--- src/rtl/dshc_pkg.sv ---
// constants for the drive status and head control block
// assumes a 50 MHz local clock; all times are converted to cycle counts here
package dshc_pkg;
  localparam int unsigned CLK_HZ = 50_000_000;
  localparam int unsigned PULLIN_MS = 20;
  localparam int unsigned HOLDOVER_MS = 300;
  localparam int unsigned INIT_MS = 40;
  localparam int unsigned PULLIN_CYC = PULLIN_MS * (CLK_HZ / 1000);
  localparam int unsigned HOLDOVER_CYC = HOLDOVER_MS * (CLK_HZ / 1000);
  localparam int unsigned INIT_CYC = INIT_MS * (CLK_HZ / 1000);
  localparam int unsigned CNT_W = 24;
  localparam logic [1:0] IDX_READY_CNT = 2'h3;
  localparam logic [1:0] PH_FWD_OK = 2'h0;
  localparam logic [1:0] PH_INIT = 2'h0;
  // synchroniser reset image: active-low pins (clear, write gate) sit at their idle high level
  localparam logic [13:0] SYNC_IDLE = 14'h2020;
  localparam logic [CNT_W-1:0] CNT_ZERO = 24'h000000;
  localparam logic [3:0] WB_OFS_CTRL = 4'h0;
  localparam logic [3:0] WB_OFS_STAT = 4'h4;
  localparam logic [3:0] CTRL_RST = 4'h0;
  localparam int unsigned CTRL_LED_LOCK = 0;
  localparam int unsigned CTRL_PROT_OPEN = 1;
  localparam int unsigned CTRL_SW_LOCK = 2;
  localparam int unsigned CTRL_SW_SIDE = 3;
  typedef enum logic [1:0] {
    DSHC_HL_OFF = 2'b00,
    DSHC_HL_PULL = 2'b01,
    DSHC_HL_HOLD = 2'b10
  } dshc_hl_t;
endpackage

--- src/rtl/dshc_top.sv ---
// drive status and head control: head load, door lock, led, track zero,
// write protect, index gating, ready detector, side select
// assumes pin inputs are asynchronous; registers reached over classic wishbone
//
// How it works
// - solenoid on only with request and speed
// - 20 ms pull-in drive then holding drive
// - release when request or speed drops
// - lock and led drivers need speed
// - led follows head load or lock, configurable
// - lock on head load, io gate, lock request
// - home output needs switch, phases A,C, gate
// - wrong phase drops home until three steps
// - media lock from notch and jumper choice
// - media lock blocks internal write permission
// - guard output only while output gate high
// - unprotected disk: guard inactive, writes allowed
// - index forwarded when io gate; always to ready
// - gap over 300 ms clears index counter
// - closer pulses keep timer and counter running
// - three pulses raise speed and ready
// - side input picks exactly one head
// - step pulses blocked during write or media lock
// - 40 ms power-up pulse clears ready, erase
//
// Design decisions made here: the register offsets and register access over Wishbone.
`timescale 1ns/10ps
module dshc_top
  import dshc_pkg::*;
(
  input wire logic clk_i,
  input wire logic rst_i,
  input wire logic [3:0] wb_adr_i,
  input wire logic [31:0] wb_dat_i,
  output logic [31:0] wb_dat_o,
  input wire logic wb_we_i,
  input wire logic [3:0] wb_sel_i,
  input wire logic wb_cyc_i,
  input wire logic wb_stb_i,
  output logic wb_ack_o,
  input wire logic head_load_request_i,
  input wire logic drive_io_gate_i,
  input wire logic latch_lock_request_i,
  input wire logic output_gate_i,
  input wire logic host_write_gate_n_i,
  input wire logic host_step_i,
  input wire logic side_i,
  input wire logic home_switch_i,
  input wire logic phase_a_i,
  input wire logic phase_c_i,
  input wire logic notch_open_i,
  input wire logic index_sense_i,
  input wire logic power_up_clear_n_i,
  output logic solenoid_on_o,
  output logic solenoid_pullin_o,
  output logic door_lock_o,
  output logic activity_led_o,
  output logic home_track_n_o,
  output logic media_guard_n_o,
  output logic write_permit_o,
  output logic step_out_o,
  output logic index_n_o,
  output logic ready_n_o,
  output logic head0_en_o,
  output logic head1_en_o,
  output logic erase_clear_o
);
  localparam int NIN = 14;
  logic [NIN-1:0] raw, s1_reg, s2_reg;
  assign raw = {power_up_clear_n_i, index_sense_i, notch_open_i, phase_c_i, phase_a_i,
                home_switch_i, side_i, host_step_i, host_write_gate_n_i, output_gate_i,
                latch_lock_request_i, drive_io_gate_i, head_load_request_i, 1'b0};
  // two-stage synchronisers; nothing reads s1_reg but s2_reg
  always_ff @(posedge clk_i) begin
    if (rst_i) begin
      s1_reg <= SYNC_IDLE;
      s2_reg <= SYNC_IDLE;
    end else begin
      s1_reg <= raw;
      s2_reg <= s1_reg;
    end
  end
  logic hl_req, io_gate, lock_req, out_gate, wgate_n, step, side, home_sw, ph_a, ph_c;
  logic notch_open, idx, pu_n;
  assign {pu_n, idx, notch_open, ph_c, ph_a, home_sw, side, step, wgate_n, out_gate,
          lock_req, io_gate, hl_req} = s2_reg[NIN-1:1];

  // wishbone registers
  logic [3:0] ctrl_reg, ctrl_next;
  logic ack_reg, ack_next;
  logic [31:0] rd_reg, rd_next;
  logic speed_reg;
  logic hl_on;
  dshc_hl_t hl_reg, hl_next;
  logic [1:0] ph_reg;
  logic media_locked;
  logic home_ok;
  logic init_act;
  logic [31:0] stat_word;
  assign stat_word = {24'h000000, home_ok, media_locked, ph_reg, hl_on, hl_reg == DSHC_HL_PULL,
                      speed_reg, init_act};
  always_comb begin
    ctrl_next = ctrl_reg;
    ack_next = 1'b0;
    rd_next = rd_reg;
    if (wb_cyc_i && wb_stb_i && !ack_reg) begin
      ack_next = 1'b1;
      rd_next = 32'h00000000;
      if (wb_adr_i == WB_OFS_CTRL) begin
        rd_next = {28'h0000000, ctrl_reg};
      end else if (wb_adr_i == WB_OFS_STAT) begin
        rd_next = stat_word;
      end
    end
    // the write lands on the edge at which the master sees ack high
    if (wb_cyc_i && wb_stb_i && ack_reg && wb_we_i && wb_sel_i[0] &&
        wb_adr_i == WB_OFS_CTRL) begin
      ctrl_next = wb_dat_i[3:0];
    end
  end
  always_ff @(posedge clk_i) begin
    if (rst_i) begin
      ctrl_reg <= CTRL_RST;
      ack_reg <= 1'b0;
      rd_reg <= 32'h00000000;
    end else begin
      ctrl_reg <= ctrl_next;
      ack_reg <= ack_next;
      rd_reg <= rd_next;
    end
  end
  assign wb_ack_o = ack_reg;
  assign wb_dat_o = rd_reg;

  // power-up clear: sync reset or a low clear pin starts a 40 ms pulse
  logic [CNT_W-1:0] init_cnt_reg, init_cnt_next;
  always_comb begin
    init_cnt_next = init_cnt_reg;
    if (!pu_n) begin
      init_cnt_next = CNT_W'(INIT_CYC);
    end else if (init_cnt_reg != CNT_ZERO) begin
      init_cnt_next = init_cnt_reg - 1'b1;
    end
  end
  always_ff @(posedge clk_i) begin
    if (rst_i) begin
      init_cnt_reg <= CNT_W'(INIT_CYC);
    end else begin
      init_cnt_reg <= init_cnt_next;
    end
  end
  assign init_act = init_cnt_reg != CNT_ZERO;

  // ready detector: retriggerable holdover and index counter
  logic idx_d_reg, idx_rise;
  logic [CNT_W-1:0] hold_reg, hold_next;
  logic [1:0] icnt_reg, icnt_next;
  logic speed_next;
  assign idx_rise = idx && !idx_d_reg;
  always_comb begin
    hold_next = hold_reg;
    icnt_next = icnt_reg;
    if (idx_rise) begin
      hold_next = CNT_W'(HOLDOVER_CYC);
      if (hold_reg != CNT_ZERO && icnt_reg != IDX_READY_CNT) begin
        icnt_next = icnt_reg + 2'h1;
      end else if (hold_reg == CNT_ZERO) begin
        icnt_next = 2'h1;
      end
    end else if (hold_reg != CNT_ZERO) begin
      hold_next = hold_reg - 1'b1;
    end else begin
      icnt_next = 2'h0;
    end
    if (init_act) begin
      hold_next = CNT_ZERO;
      icnt_next = 2'h0;
    end
    speed_next = icnt_next == IDX_READY_CNT;
  end
  always_ff @(posedge clk_i) begin
    if (rst_i) begin
      idx_d_reg <= 1'b0;
      hold_reg <= CNT_ZERO;
      icnt_reg <= 2'h0;
      speed_reg <= 1'b0;
    end else begin
      idx_d_reg <= idx;
      hold_reg <= hold_next;
      icnt_reg <= icnt_next;
      speed_reg <= speed_next;
    end
  end

  // head load solenoid with pull-in one-shot
  logic [CNT_W-1:0] pull_reg, pull_next;
  always_comb begin
    hl_next = hl_reg;
    pull_next = pull_reg;
    unique case (hl_reg)
      DSHC_HL_OFF: begin
        if (hl_req && speed_reg) begin
          hl_next = DSHC_HL_PULL;
          pull_next = CNT_W'(PULLIN_CYC - 1);
        end
      end
      DSHC_HL_PULL: begin
        if (pull_reg == CNT_ZERO) begin
          hl_next = DSHC_HL_HOLD;
        end else begin
          pull_next = pull_reg - 1'b1;
        end
      end
      DSHC_HL_HOLD: ;
      default: hl_next = DSHC_HL_OFF;
    endcase
    if (!(hl_req && speed_reg)) begin
      hl_next = DSHC_HL_OFF;
    end
  end
  always_ff @(posedge clk_i) begin
    if (rst_i) begin
      hl_reg <= DSHC_HL_OFF;
      pull_reg <= CNT_ZERO;
    end else begin
      hl_reg <= hl_next;
      pull_reg <= pull_next;
    end
  end
  assign hl_on = hl_reg != DSHC_HL_OFF;
  // counts how long the pull-in drive has stood, for the length check below
  logic [CNT_W-1:0] pin_cnt_reg, pin_cnt_next;
  always_comb begin
    pin_cnt_next = solenoid_pullin_o ? pin_cnt_reg + 1'b1 : CNT_ZERO;
  end
  always_ff @(posedge clk_i) begin
    if (rst_i) begin
      pin_cnt_reg <= CNT_ZERO;
    end else begin
      pin_cnt_reg <= pin_cnt_next;
    end
  end

  // stepper phase tracking for home qualification; counts out-steps mod 4
  logic step_d_reg, step_fall;
  logic [1:0] ph_next;
  assign step_fall = step_d_reg && !step;
  always_comb begin
    ph_next = ph_reg;
    if (!ph_a || !ph_c) begin
      ph_next = ph_reg;
    end
    if (step_fall && home_sw && step_out_o) begin
      ph_next = ph_reg + 2'h1;
    end
    if (!home_sw) begin
      ph_next = PH_INIT;
    end
  end
  always_ff @(posedge clk_i) begin
    if (rst_i) begin
      step_d_reg <= 1'b0;
      ph_reg <= PH_INIT;
    end else begin
      step_d_reg <= step;
      ph_reg <= ph_next;
    end
  end
  // phase inputs reflect A and C energised; the counter only guards overrun
  assign home_ok = home_sw && ph_a && ph_c && ph_reg == PH_FWD_OK;

  // write protect: jumper choice in ctrl bit selects which notch state protects
  assign media_locked = ctrl_reg[CTRL_PROT_OPEN] ? notch_open : !notch_open;

  logic lock_next, led_next, home_n_next, guard_n_next, wp_next, step_next;
  logic idx_n_next, h0_next, h1_next;
  always_comb begin
    lock_next = speed_reg && (hl_req || io_gate || lock_req || ctrl_reg[CTRL_SW_LOCK]);
    led_next = speed_reg && (ctrl_reg[CTRL_LED_LOCK] ? lock_next : hl_on);
    home_n_next = !(home_ok && out_gate);
    guard_n_next = !(media_locked && out_gate);
    wp_next = !wgate_n && !media_locked;
    step_next = step && wgate_n && !media_locked;
    idx_n_next = !(idx && io_gate);
    h0_next = !(side ^ ctrl_reg[CTRL_SW_SIDE]);
    h1_next = side ^ ctrl_reg[CTRL_SW_SIDE];
  end
  always_ff @(posedge clk_i) begin
    if (rst_i) begin
      solenoid_on_o <= 1'b0;
      solenoid_pullin_o <= 1'b0;
      door_lock_o <= 1'b0;
      activity_led_o <= 1'b0;
      home_track_n_o <= 1'b1;
      media_guard_n_o <= 1'b1;
      write_permit_o <= 1'b0;
      step_out_o <= 1'b0;
      index_n_o <= 1'b1;
      ready_n_o <= 1'b1;
      head0_en_o <= 1'b1;
      head1_en_o <= 1'b0;
      erase_clear_o <= 1'b1;
    end else begin
      solenoid_on_o <= hl_next != DSHC_HL_OFF;
      solenoid_pullin_o <= hl_next == DSHC_HL_PULL;
      door_lock_o <= lock_next;
      activity_led_o <= led_next;
      home_track_n_o <= home_n_next;
      media_guard_n_o <= guard_n_next;
      write_permit_o <= wp_next;
      step_out_o <= step_next;
      index_n_o <= idx_n_next;
      ready_n_o <= !speed_next;
      head0_en_o <= h0_next;
      head1_en_o <= h1_next;
      erase_clear_o <= init_act;
    end
  end

  // checks
  hl_gate_a: assert property (@(posedge clk_i) disable iff (rst_i)
    solenoid_on_o |-> $past(hl_req && speed_reg))
    else $error("solenoid on without request and speed");
  pullin_len_a: assert property (@(posedge clk_i) disable iff (rst_i)
    $fell(solenoid_pullin_o) && solenoid_on_o |-> pin_cnt_reg == CNT_W'(PULLIN_CYC))
    else $error("pull-in length wrong");
  hl_drop_a: assert property (@(posedge clk_i) disable iff (rst_i)
    !(hl_req && speed_reg) |=> !solenoid_on_o)
    else $error("solenoid not released");
  lock_speed_a: assert property (@(posedge clk_i) disable iff (rst_i)
    (door_lock_o || activity_led_o) |-> $past(speed_reg))
    else $error("driver on without speed");
  guard_gate_a: assert property (@(posedge clk_i) disable iff (rst_i)
    !media_guard_n_o |-> $past(out_gate && media_locked))
    else $error("guard driven without gate");
  wp_block_a: assert property (@(posedge clk_i) disable iff (rst_i)
    media_locked |=> !write_permit_o)
    else $error("write permitted on locked media");
  index_gate_a: assert property (@(posedge clk_i) disable iff (rst_i)
    !index_n_o |-> $past(io_gate && idx))
    else $error("index passed without io gate");
  heads_one_a: assert property (@(posedge clk_i) disable iff (rst_i)
    head0_en_o != head1_en_o)
    else $error("head enables not exclusive");
  ready_cnt_a: assert property (@(posedge clk_i) disable iff (rst_i)
    !ready_n_o |-> speed_reg)
    else $error("ready without speed");
  step_block_a: assert property (@(posedge clk_i) disable iff (rst_i)
    !wgate_n |=> !step_out_o)
    else $error("step passed during write");
  cov_hold_c: cover property (@(posedge clk_i) hl_reg == DSHC_HL_HOLD);
  cov_ready_c: cover property (@(posedge clk_i) $fell(ready_n_o));
  cov_home_c: cover property (@(posedge clk_i) $fell(home_track_n_o));
  cov_guard_c: cover property (@(posedge clk_i) $fell(media_guard_n_o));
endmodule

--- config.mk ---
export PLATFORM = sky130hd
export DESIGN_NAME = dshc_top
export DESIGN_NICKNAME = d
export VERILOG_FILES = /design/src/rtl/dshc_pkg.sv /design/src/rtl/dshc_top.sv
export SDC_FILE = /design/constraint.sdc
export NUM_CORES = 1
export LEC_CHECK = 0
export ABC_CLOCK_PERIOD_IN_PS = 8000
export CAP_MARGIN = 25
export CELL_PAD_IN_SITES_DETAIL_PLACEMENT = 1
export CELL_PAD_IN_SITES_GLOBAL_PLACEMENT = 1
export CORE_UTILIZATION = 43
export CTS_CLUSTER_SIZE = 25
export DETAILED_ROUTE_END_ITERATION = 8
export DONT_BUFFER_PORTS = 1
export PLACE_DENSITY_LB_ADDON = 0.05
export RECOVER_POWER = 100
export SKIP_LAST_GASP = 1
export SLEW_MARGIN = 20
export SYNTH_ARGS = -nofsm -noshare
export SYNTH_HDL_FRONTEND = slang
export SYNTH_SLANG_ARGS = --single-unit
--- constraint.sdc ---
create_clock -name clk_i -period 8 [get_ports clk_i]
set_clock_uncertainty 0.2 [all_clocks]
set_input_delay 1.6 -clock clk_i [delete_from_list [all_inputs] [get_ports clk_i]]
set_output_delay 1.6 -clock clk_i [all_outputs]
set_load 0.01 [all_outputs]
Yosys cells after proc, flatten, opt, wreduce, memory -nomap -nowiden
Cells that the tools add are included.

word-level totals
  register bits = 159
  output and inout bits = 46
  input bits = 58
  word-level logic and storage cells = 116

operators by class
  muxes and demuxes = 18
  bitwise gates (word level) = 3
  equality and inequality tests = 8
  reductions and logical operators = 53
  add/subtract/negate cells = 5

operators with widths
  operator                                             number
  two-way mux 24 bit                                   4
  subtractor 24 x 1 -> 24 bit (second input constant)  3
  logical NOT 24 bit                                   2
  one-hot mux 24 bit (2 select lines)                  1
  nonzero test 24 bit                                  2
  logical AND 1 bit                                    23
  two-way mux 8 bit                                    2
  two-way mux 2 bit                                    7
  logical NOT 1 bit                                    11
  nonzero test 2 bit                                   4
  != test 2 bit (second input constant)                3
  one-hot mux 2 bit (3 select lines)                   1
  OR reduction 2 bit                                   3
  adder 2 x 1 -> 2 bit (second input constant)         2
  == test 2 x 1 -> 1 bit (second input constant)       2
  == test 2 bit (second input constant)                2
  == test 4 x 3 -> 1 bit (second input constant)       1
  logical NOT 2 bit                                    2
  logical NOT 4 bit                                    1
  logical OR 1 bit                                     3
  two-way mux 1 bit                                    3
  AND reduction 3 bit                                  1
  OR reduction 3 bit                                   1
  NOT 1 bit                                            2
  XOR 1 bit                                            1

Longest topological paths before layout
  depth in word-level cells = 7
  depth in mapped cells = 9

Least setup slack after synthesis
Ideal clock, no wire load.

  kind = input to register
  start point = input rst_i
  end point = register init_cnt_reg[0]
  library setup time = 0.128 ns
  slack = 5.150 ns
  buffers on the path = 3
  data required time = 7.672 ns
  cell stages on the path = 5
  arrival time = 2.523 ns
  path through = clkbuf_1 > nand2b_1 > buf_1 > clkbuf_1 > nor2_1

on the way
  longest elaborated chain between the ends = 1

RTL lines
  what                          line             text
  start: declaration            dshc_top.sv:32   input wire logic rst_i,
  OR reduction 2 bit (no line)  n/a
  end signal: assignment        dshc_top.sv:147  init_cnt_reg <= CNT_W'(INIT_CYC);
  end signal: assignment        dshc_top.sv:149  init_cnt_reg <= init_cnt_next;
  end: declaration              dshc_top.sv:136  logic [CNT_W-1:0] init_cnt_reg, init_cnt_next;

Every way passes these cells.
A chain may end at the register's enable or synchronous reset.

Worst setup path after layout
  start point = register pull_reg[11]
  end point = register pull_reg[7]

on the way
  longest elaborated chain between the ends = 3

RTL lines
  what                           line             text
  start: declaration             dshc_top.sv:196  logic [CNT_W-1:0] pull_reg, pull_next;
  start signal: assignment       dshc_top.sv:227  pull_reg <= pull_next;
  logical NOT 24 bit             dshc_top.sv:208  if (pull_reg == CNT_ZERO) begin
  != test 2 bit (no line)        n/a
  AND reduction 3 bit (no line)  n/a

Every way passes these cells.

==> impl_metrics.xml <==
<?xml version="1.0" encoding="UTF-8"?>
<metrics>
  <group name="status">
    <metric name="run_status" unit="">complete, no violations</metric>
  </group>
  <group name="timing">
    <metric name="report.final.setup_viol" unit="">0</metric>
    <metric name="setup_repair_after_global_routing_missed_its_margin" unit="">false</metric>
    <metric name="min_period_over_period" unit="%">39.2</metric>
    <metric name="finalHoldViolations" unit="">0</metric>
    <metric name="timing.final.ws_setup" unit="ns">4.86</metric>
    <metric name="timing.hold.ws" unit="ns">0.214</metric>
    <metric name="final.min_clock_period" unit="ns">3.14</metric>
    <metric name="finalSetupTns" unit="ns">0</metric>
    <metric name="worst_pin_slew" unit="ns">1.15</metric>
    <metric name="finalMaxSlewViolations" unit="">0</metric>
    <metric name="maxClockFrequency" unit="MHz">319</metric>
    <metric name="timing.max_slew.rel_slack" unit="%">22.8</metric>
  </group>
  <group name="place">
    <metric name="place_inst" unit="">766</metric>
    <metric name="place_worst_setup_slack" unit="ns">4.53</metric>
    <metric name="port-buffer-count" unit="">0</metric>
    <metric name="globalplace.congestion" unit="">0.760</metric>
    <metric name="dp.final_hpwl" unit="mm">8.60</metric>
    <metric name="placed_cell_area" unit="µm²">5700</metric>
  </group>
  <group name="floorplanning">
    <metric name="fp.dieW" unit="µm">117</metric>
    <metric name="die_height" unit="µm">117</metric>
    <metric name="die-area" unit="µm²">13700</metric>
    <metric name="initial_core_util" unit="%">44.5</metric>
    <metric name="coreArea" unit="µm²">12800</metric>
    <metric name="site_rows" unit="">41</metric>
    <metric name="design.portCount" unit="">104</metric>
  </group>
  <group name="yosys">
    <metric name="synth_area" unit="µm²">5690</metric>
    <metric name="post_synth_num_cell_types" unit="">55</metric>
    <metric name="synth-compound-area-share" unit="%">11.7</metric>
    <metric name="ys_seq_area_share" unit="%">46.8</metric>
    <metric name="synth_seq_cells" unit="">133</metric>
    <metric name="synth_ff_type" unit="">dfxtp_1</metric>
    <metric name="ys.warnings.count" unit="">0</metric>
    <metric name="syn_area_per_cell" unit="µm²">9.17</metric>
    <metric name="synthXorXnorAreaFrac" unit="%">5.54</metric>
    <metric name="synth-edff-count" unit="">0</metric>
    <metric name="synth-async-reset-ratio" unit="%">0</metric>
    <metric name="synth_simple_gate_area_share" unit="%">26.5</metric>
    <metric name="synth.area.mux_share" unit="%">2.02</metric>
    <metric name="synth_adder_area_share" unit="%">1.54</metric>
    <metric name="synthCells" unit="">620</metric>
    <metric name="synth_top_family_by_area" unit="">simple AND/OR/NAND/NOR gates</metric>
  </group>
  <group name="final_layout">
    <metric name="antenna_cells" unit="">0</metric>
    <metric name="post_route_cells_drive_above_1_share" unit="%">7.67</metric>
    <metric name="final-instance-count-excl-fill" unit="">798</metric>
    <metric name="stdcell_area" unit="µm²">6240</metric>
    <metric name="area_growth" unit="%">9.63</metric>
    <metric name="final_nets" unit="">678</metric>
  </group>
  <group name="setup_path">
    <metric name="crit_path_end_kind" unit="">flop</metric>
    <metric name="timing.critical_path.required" unit="ns">8.15</metric>
    <metric name="path_delay_family" unit="">compound AO/OA/AOI/OAI gates</metric>
    <metric name="critical_path.max_stage_delay" unit="ns">0.96</metric>
    <metric name="crit_path_frequent_cell" unit="">o21ai_0</metric>
    <metric name="worst-path-max-fanout" unit="">12</metric>
    <metric name="critical_path_buf_inv_count" unit="">0</metric>
    <metric name="worstPathCellList" unit="">or4_1, or3b_1, o21ai_0, o21ai_0, a21oi_1</metric>
    <metric name="critPathLaunchType" unit="">flop</metric>
    <metric name="cpMaxStageDelayCell" unit="">o21ai_0</metric>
    <metric name="timing.critical_path.arrival" unit="ns">3.28</metric>
    <metric name="timing.setup.critical_path_class" unit="">reg -&gt; reg</metric>
  </group>
  <group name="power_and_ir_drop">
    <metric name="leakage" unit="nW">2.31</metric>
    <metric name="worst_ir_drop_on_vdd" unit="V">0.000137</metric>
    <metric name="power_density" unit="nW/µm²">238</metric>
  </group>
  <group name="routing">
    <metric name="route.antenna.remaining_nets" unit="">0</metric>
    <metric name="detail_route.vias_per_cell" unit="">5.44</metric>
    <metric name="detail_route.iter0.violations" unit="">221</metric>
    <metric name="post-route-drc-count" unit="">0</metric>
    <metric name="drt-wirelength-per-cell" unit="µm">16.1</metric>
    <metric name="routed-via-count" unit="">4340</metric>
    <metric name="totalWireLength" unit="mm">12.8</metric>
    <metric name="detail_route.first_pass.iterations" unit="">4</metric>
  </group>
  <group name="grt">
    <metric name="grt_remaining_overflow" unit="">0</metric>
    <metric name="grt_max_degree" unit="">64</metric>
    <metric name="grt_antenna_before_repair" unit="">0</metric>
    <metric name="grt_usage" unit="%">19.8</metric>
    <metric name="vias_in_the_first_global_route" unit="">4244</metric>
    <metric name="wire_length_of_the_first_global_routing_pass" unit="mm">20.7</metric>
  </group>
  <group name="run">
    <metric name="maxCapViolations" unit="">0</metric>
  </group>
  <group name="cts">
    <metric name="post-cts-setup-buffer-count" unit="">0</metric>
    <metric name="clk_pin_slew_worst_setup_hold_paths" unit="ns">0.06</metric>
    <metric name="cts-root-to-sink-buffers" unit="">2</metric>
    <metric name="clock_tree_from_tritoncts" unit="">yes</metric>
    <metric name="post_cts_resize_count" unit="">0</metric>
    <metric name="hold_buffers" unit="">0</metric>
    <metric name="numClockSinks" unit="">133</metric>
    <metric name="clk_latency" unit="ns">0.42</metric>
    <metric name="cts_root_buf" unit="">clkbuf_16</metric>
    <metric name="cts_buffers" unit="">17</metric>
    <metric name="htree_levels" unit="">4</metric>
  </group>
  <group name="hold_path">
    <metric name="hold_class" unit="">reg -&gt; reg</metric>
  </group>
</metrics>
## through the flow
| step | power [mW] | utilization [%] |
|---|---|---|
| 2_1_floorplan | 0.767 | - |
| 3_3_place_gp | 0.762 | 44.6 |
| 3_5_place_dp | 0.764 | 44.6 |
| 4_1_cts | 1.50 | 49.0 |
| 5_1_grt | 1.54 | 48.8 |
| 6_report | 1.48 | 48.8 |
## routing by layer
layer  global-route usage (%)  vias to the layer above  routed length, µm
li1                         -                     2163                  -
met1                     23.8                     2088               5950
met2                     33.1                       65               6160
met3                     5.97                       24                401
met4                     8.19                        0                314
met5                        0                        -                  0
## path summary, 6_finish.rpt
check / from / endpoint / slack [ns] / depth (start not counted)
worst max-delay path: pull_reg[11] / pull_reg[7] / 4.86 / 5
worst min-delay path: s1_reg[5] / s2_reg[5] / 0.21 / 1
worst max register to register: pull_reg[11] / pull_reg[7] / 4.86 / 5
worst min register to register: s1_reg[5] / s2_reg[5] / 0.21 / 1
## cell type report
cell class	instances	area (µm²)
Clock buffer	19	443
Tap cell	172	215
Multi-Input combinational cell	449	2760
Sequential cell	133	2660
Fill cell	1453	6540
Clock inverter	13	115
Inverter	12	45.0
## layout by cell type (no fill, tap or decap), drive strengths merged, types with 8 or more instances in the layout
master	count
clkbuf	19
nor2	52
conb	24
nand2b	9
inv	18
o21ai	28
nand3	13
or3	23
o31ai	12
or2	8
nor3	22
a31oi	10
a211oi	9
a21oi	38
dfxtp	133
nor4	21
or4	21
nand3b	10
xor2	27
xnor2	9
nand2	26
nor2b	32
## power breakdown
| group | total [mW] | internal, mW | leakage (nW) | switching, mW |
|---|---|---|---|---|
| sequential | 0.689 | 0.679 | 1.08 | 0.0108 |
| combinational | 0.0592 | 0.0234 | 0.962 | 0.0358 |
| clock | 0.734 | 0.414 | 0.270 | 0.320 |
| total | 1.48 | 1.12 | 2.31 | 0.367 |
## cell usage after synthesis (5+ instances only)
library cell,number,share of area (%)
dfxtp_1,133,47
nor2_1,51,3.4
a21oi_1,38,3.3
nor2b_1,32,3.5
xor2_1,27,4.2
nand2_1,26,1.7
o21ai_0,25,2.2
buf_4,24,3.2
or3_1,23,2.5
nor3_1,20,1.8
or4_1,20,2.6
clkbuf_1,17,1.1
nor4_1,17,1.9
nand3_1,13,1.1
o31ai_1,12,1.6
inv_1,11,0.73
a31oi_1,10,1.1
nand3b_1,10,1.3
a211oi_1,9,1.2
nand2b_1,9,0.99
xnor2_1,9,1.4
ha_1,7,1.5
mux2i_1,7,1.2
or2_2,7,0.77
a22oi_1,6,0.79
nand4_1,5,0.55
## worst register-to-register path: cells and delay by family, from the launching register on
kind               cells  cell delay (ns)
DFF                    1             0.36
and+or+nand+nor        2             1.11
AOI/OAI and AO/OA      3             1.39
## cell families (layout without fill, tap and decap cells)
family,after synthesis,in the layout
and+or+nand+nor,260,260
DFF,133,133
AOI/OAI and AO/OA,111,111
buffers and inverters,61,44
xor gates and xnor gates,36,36
muxes,11,11
adders and majority gates,7,7
other,1,24
No activity file was read; power rests on OpenSTA's default activity.
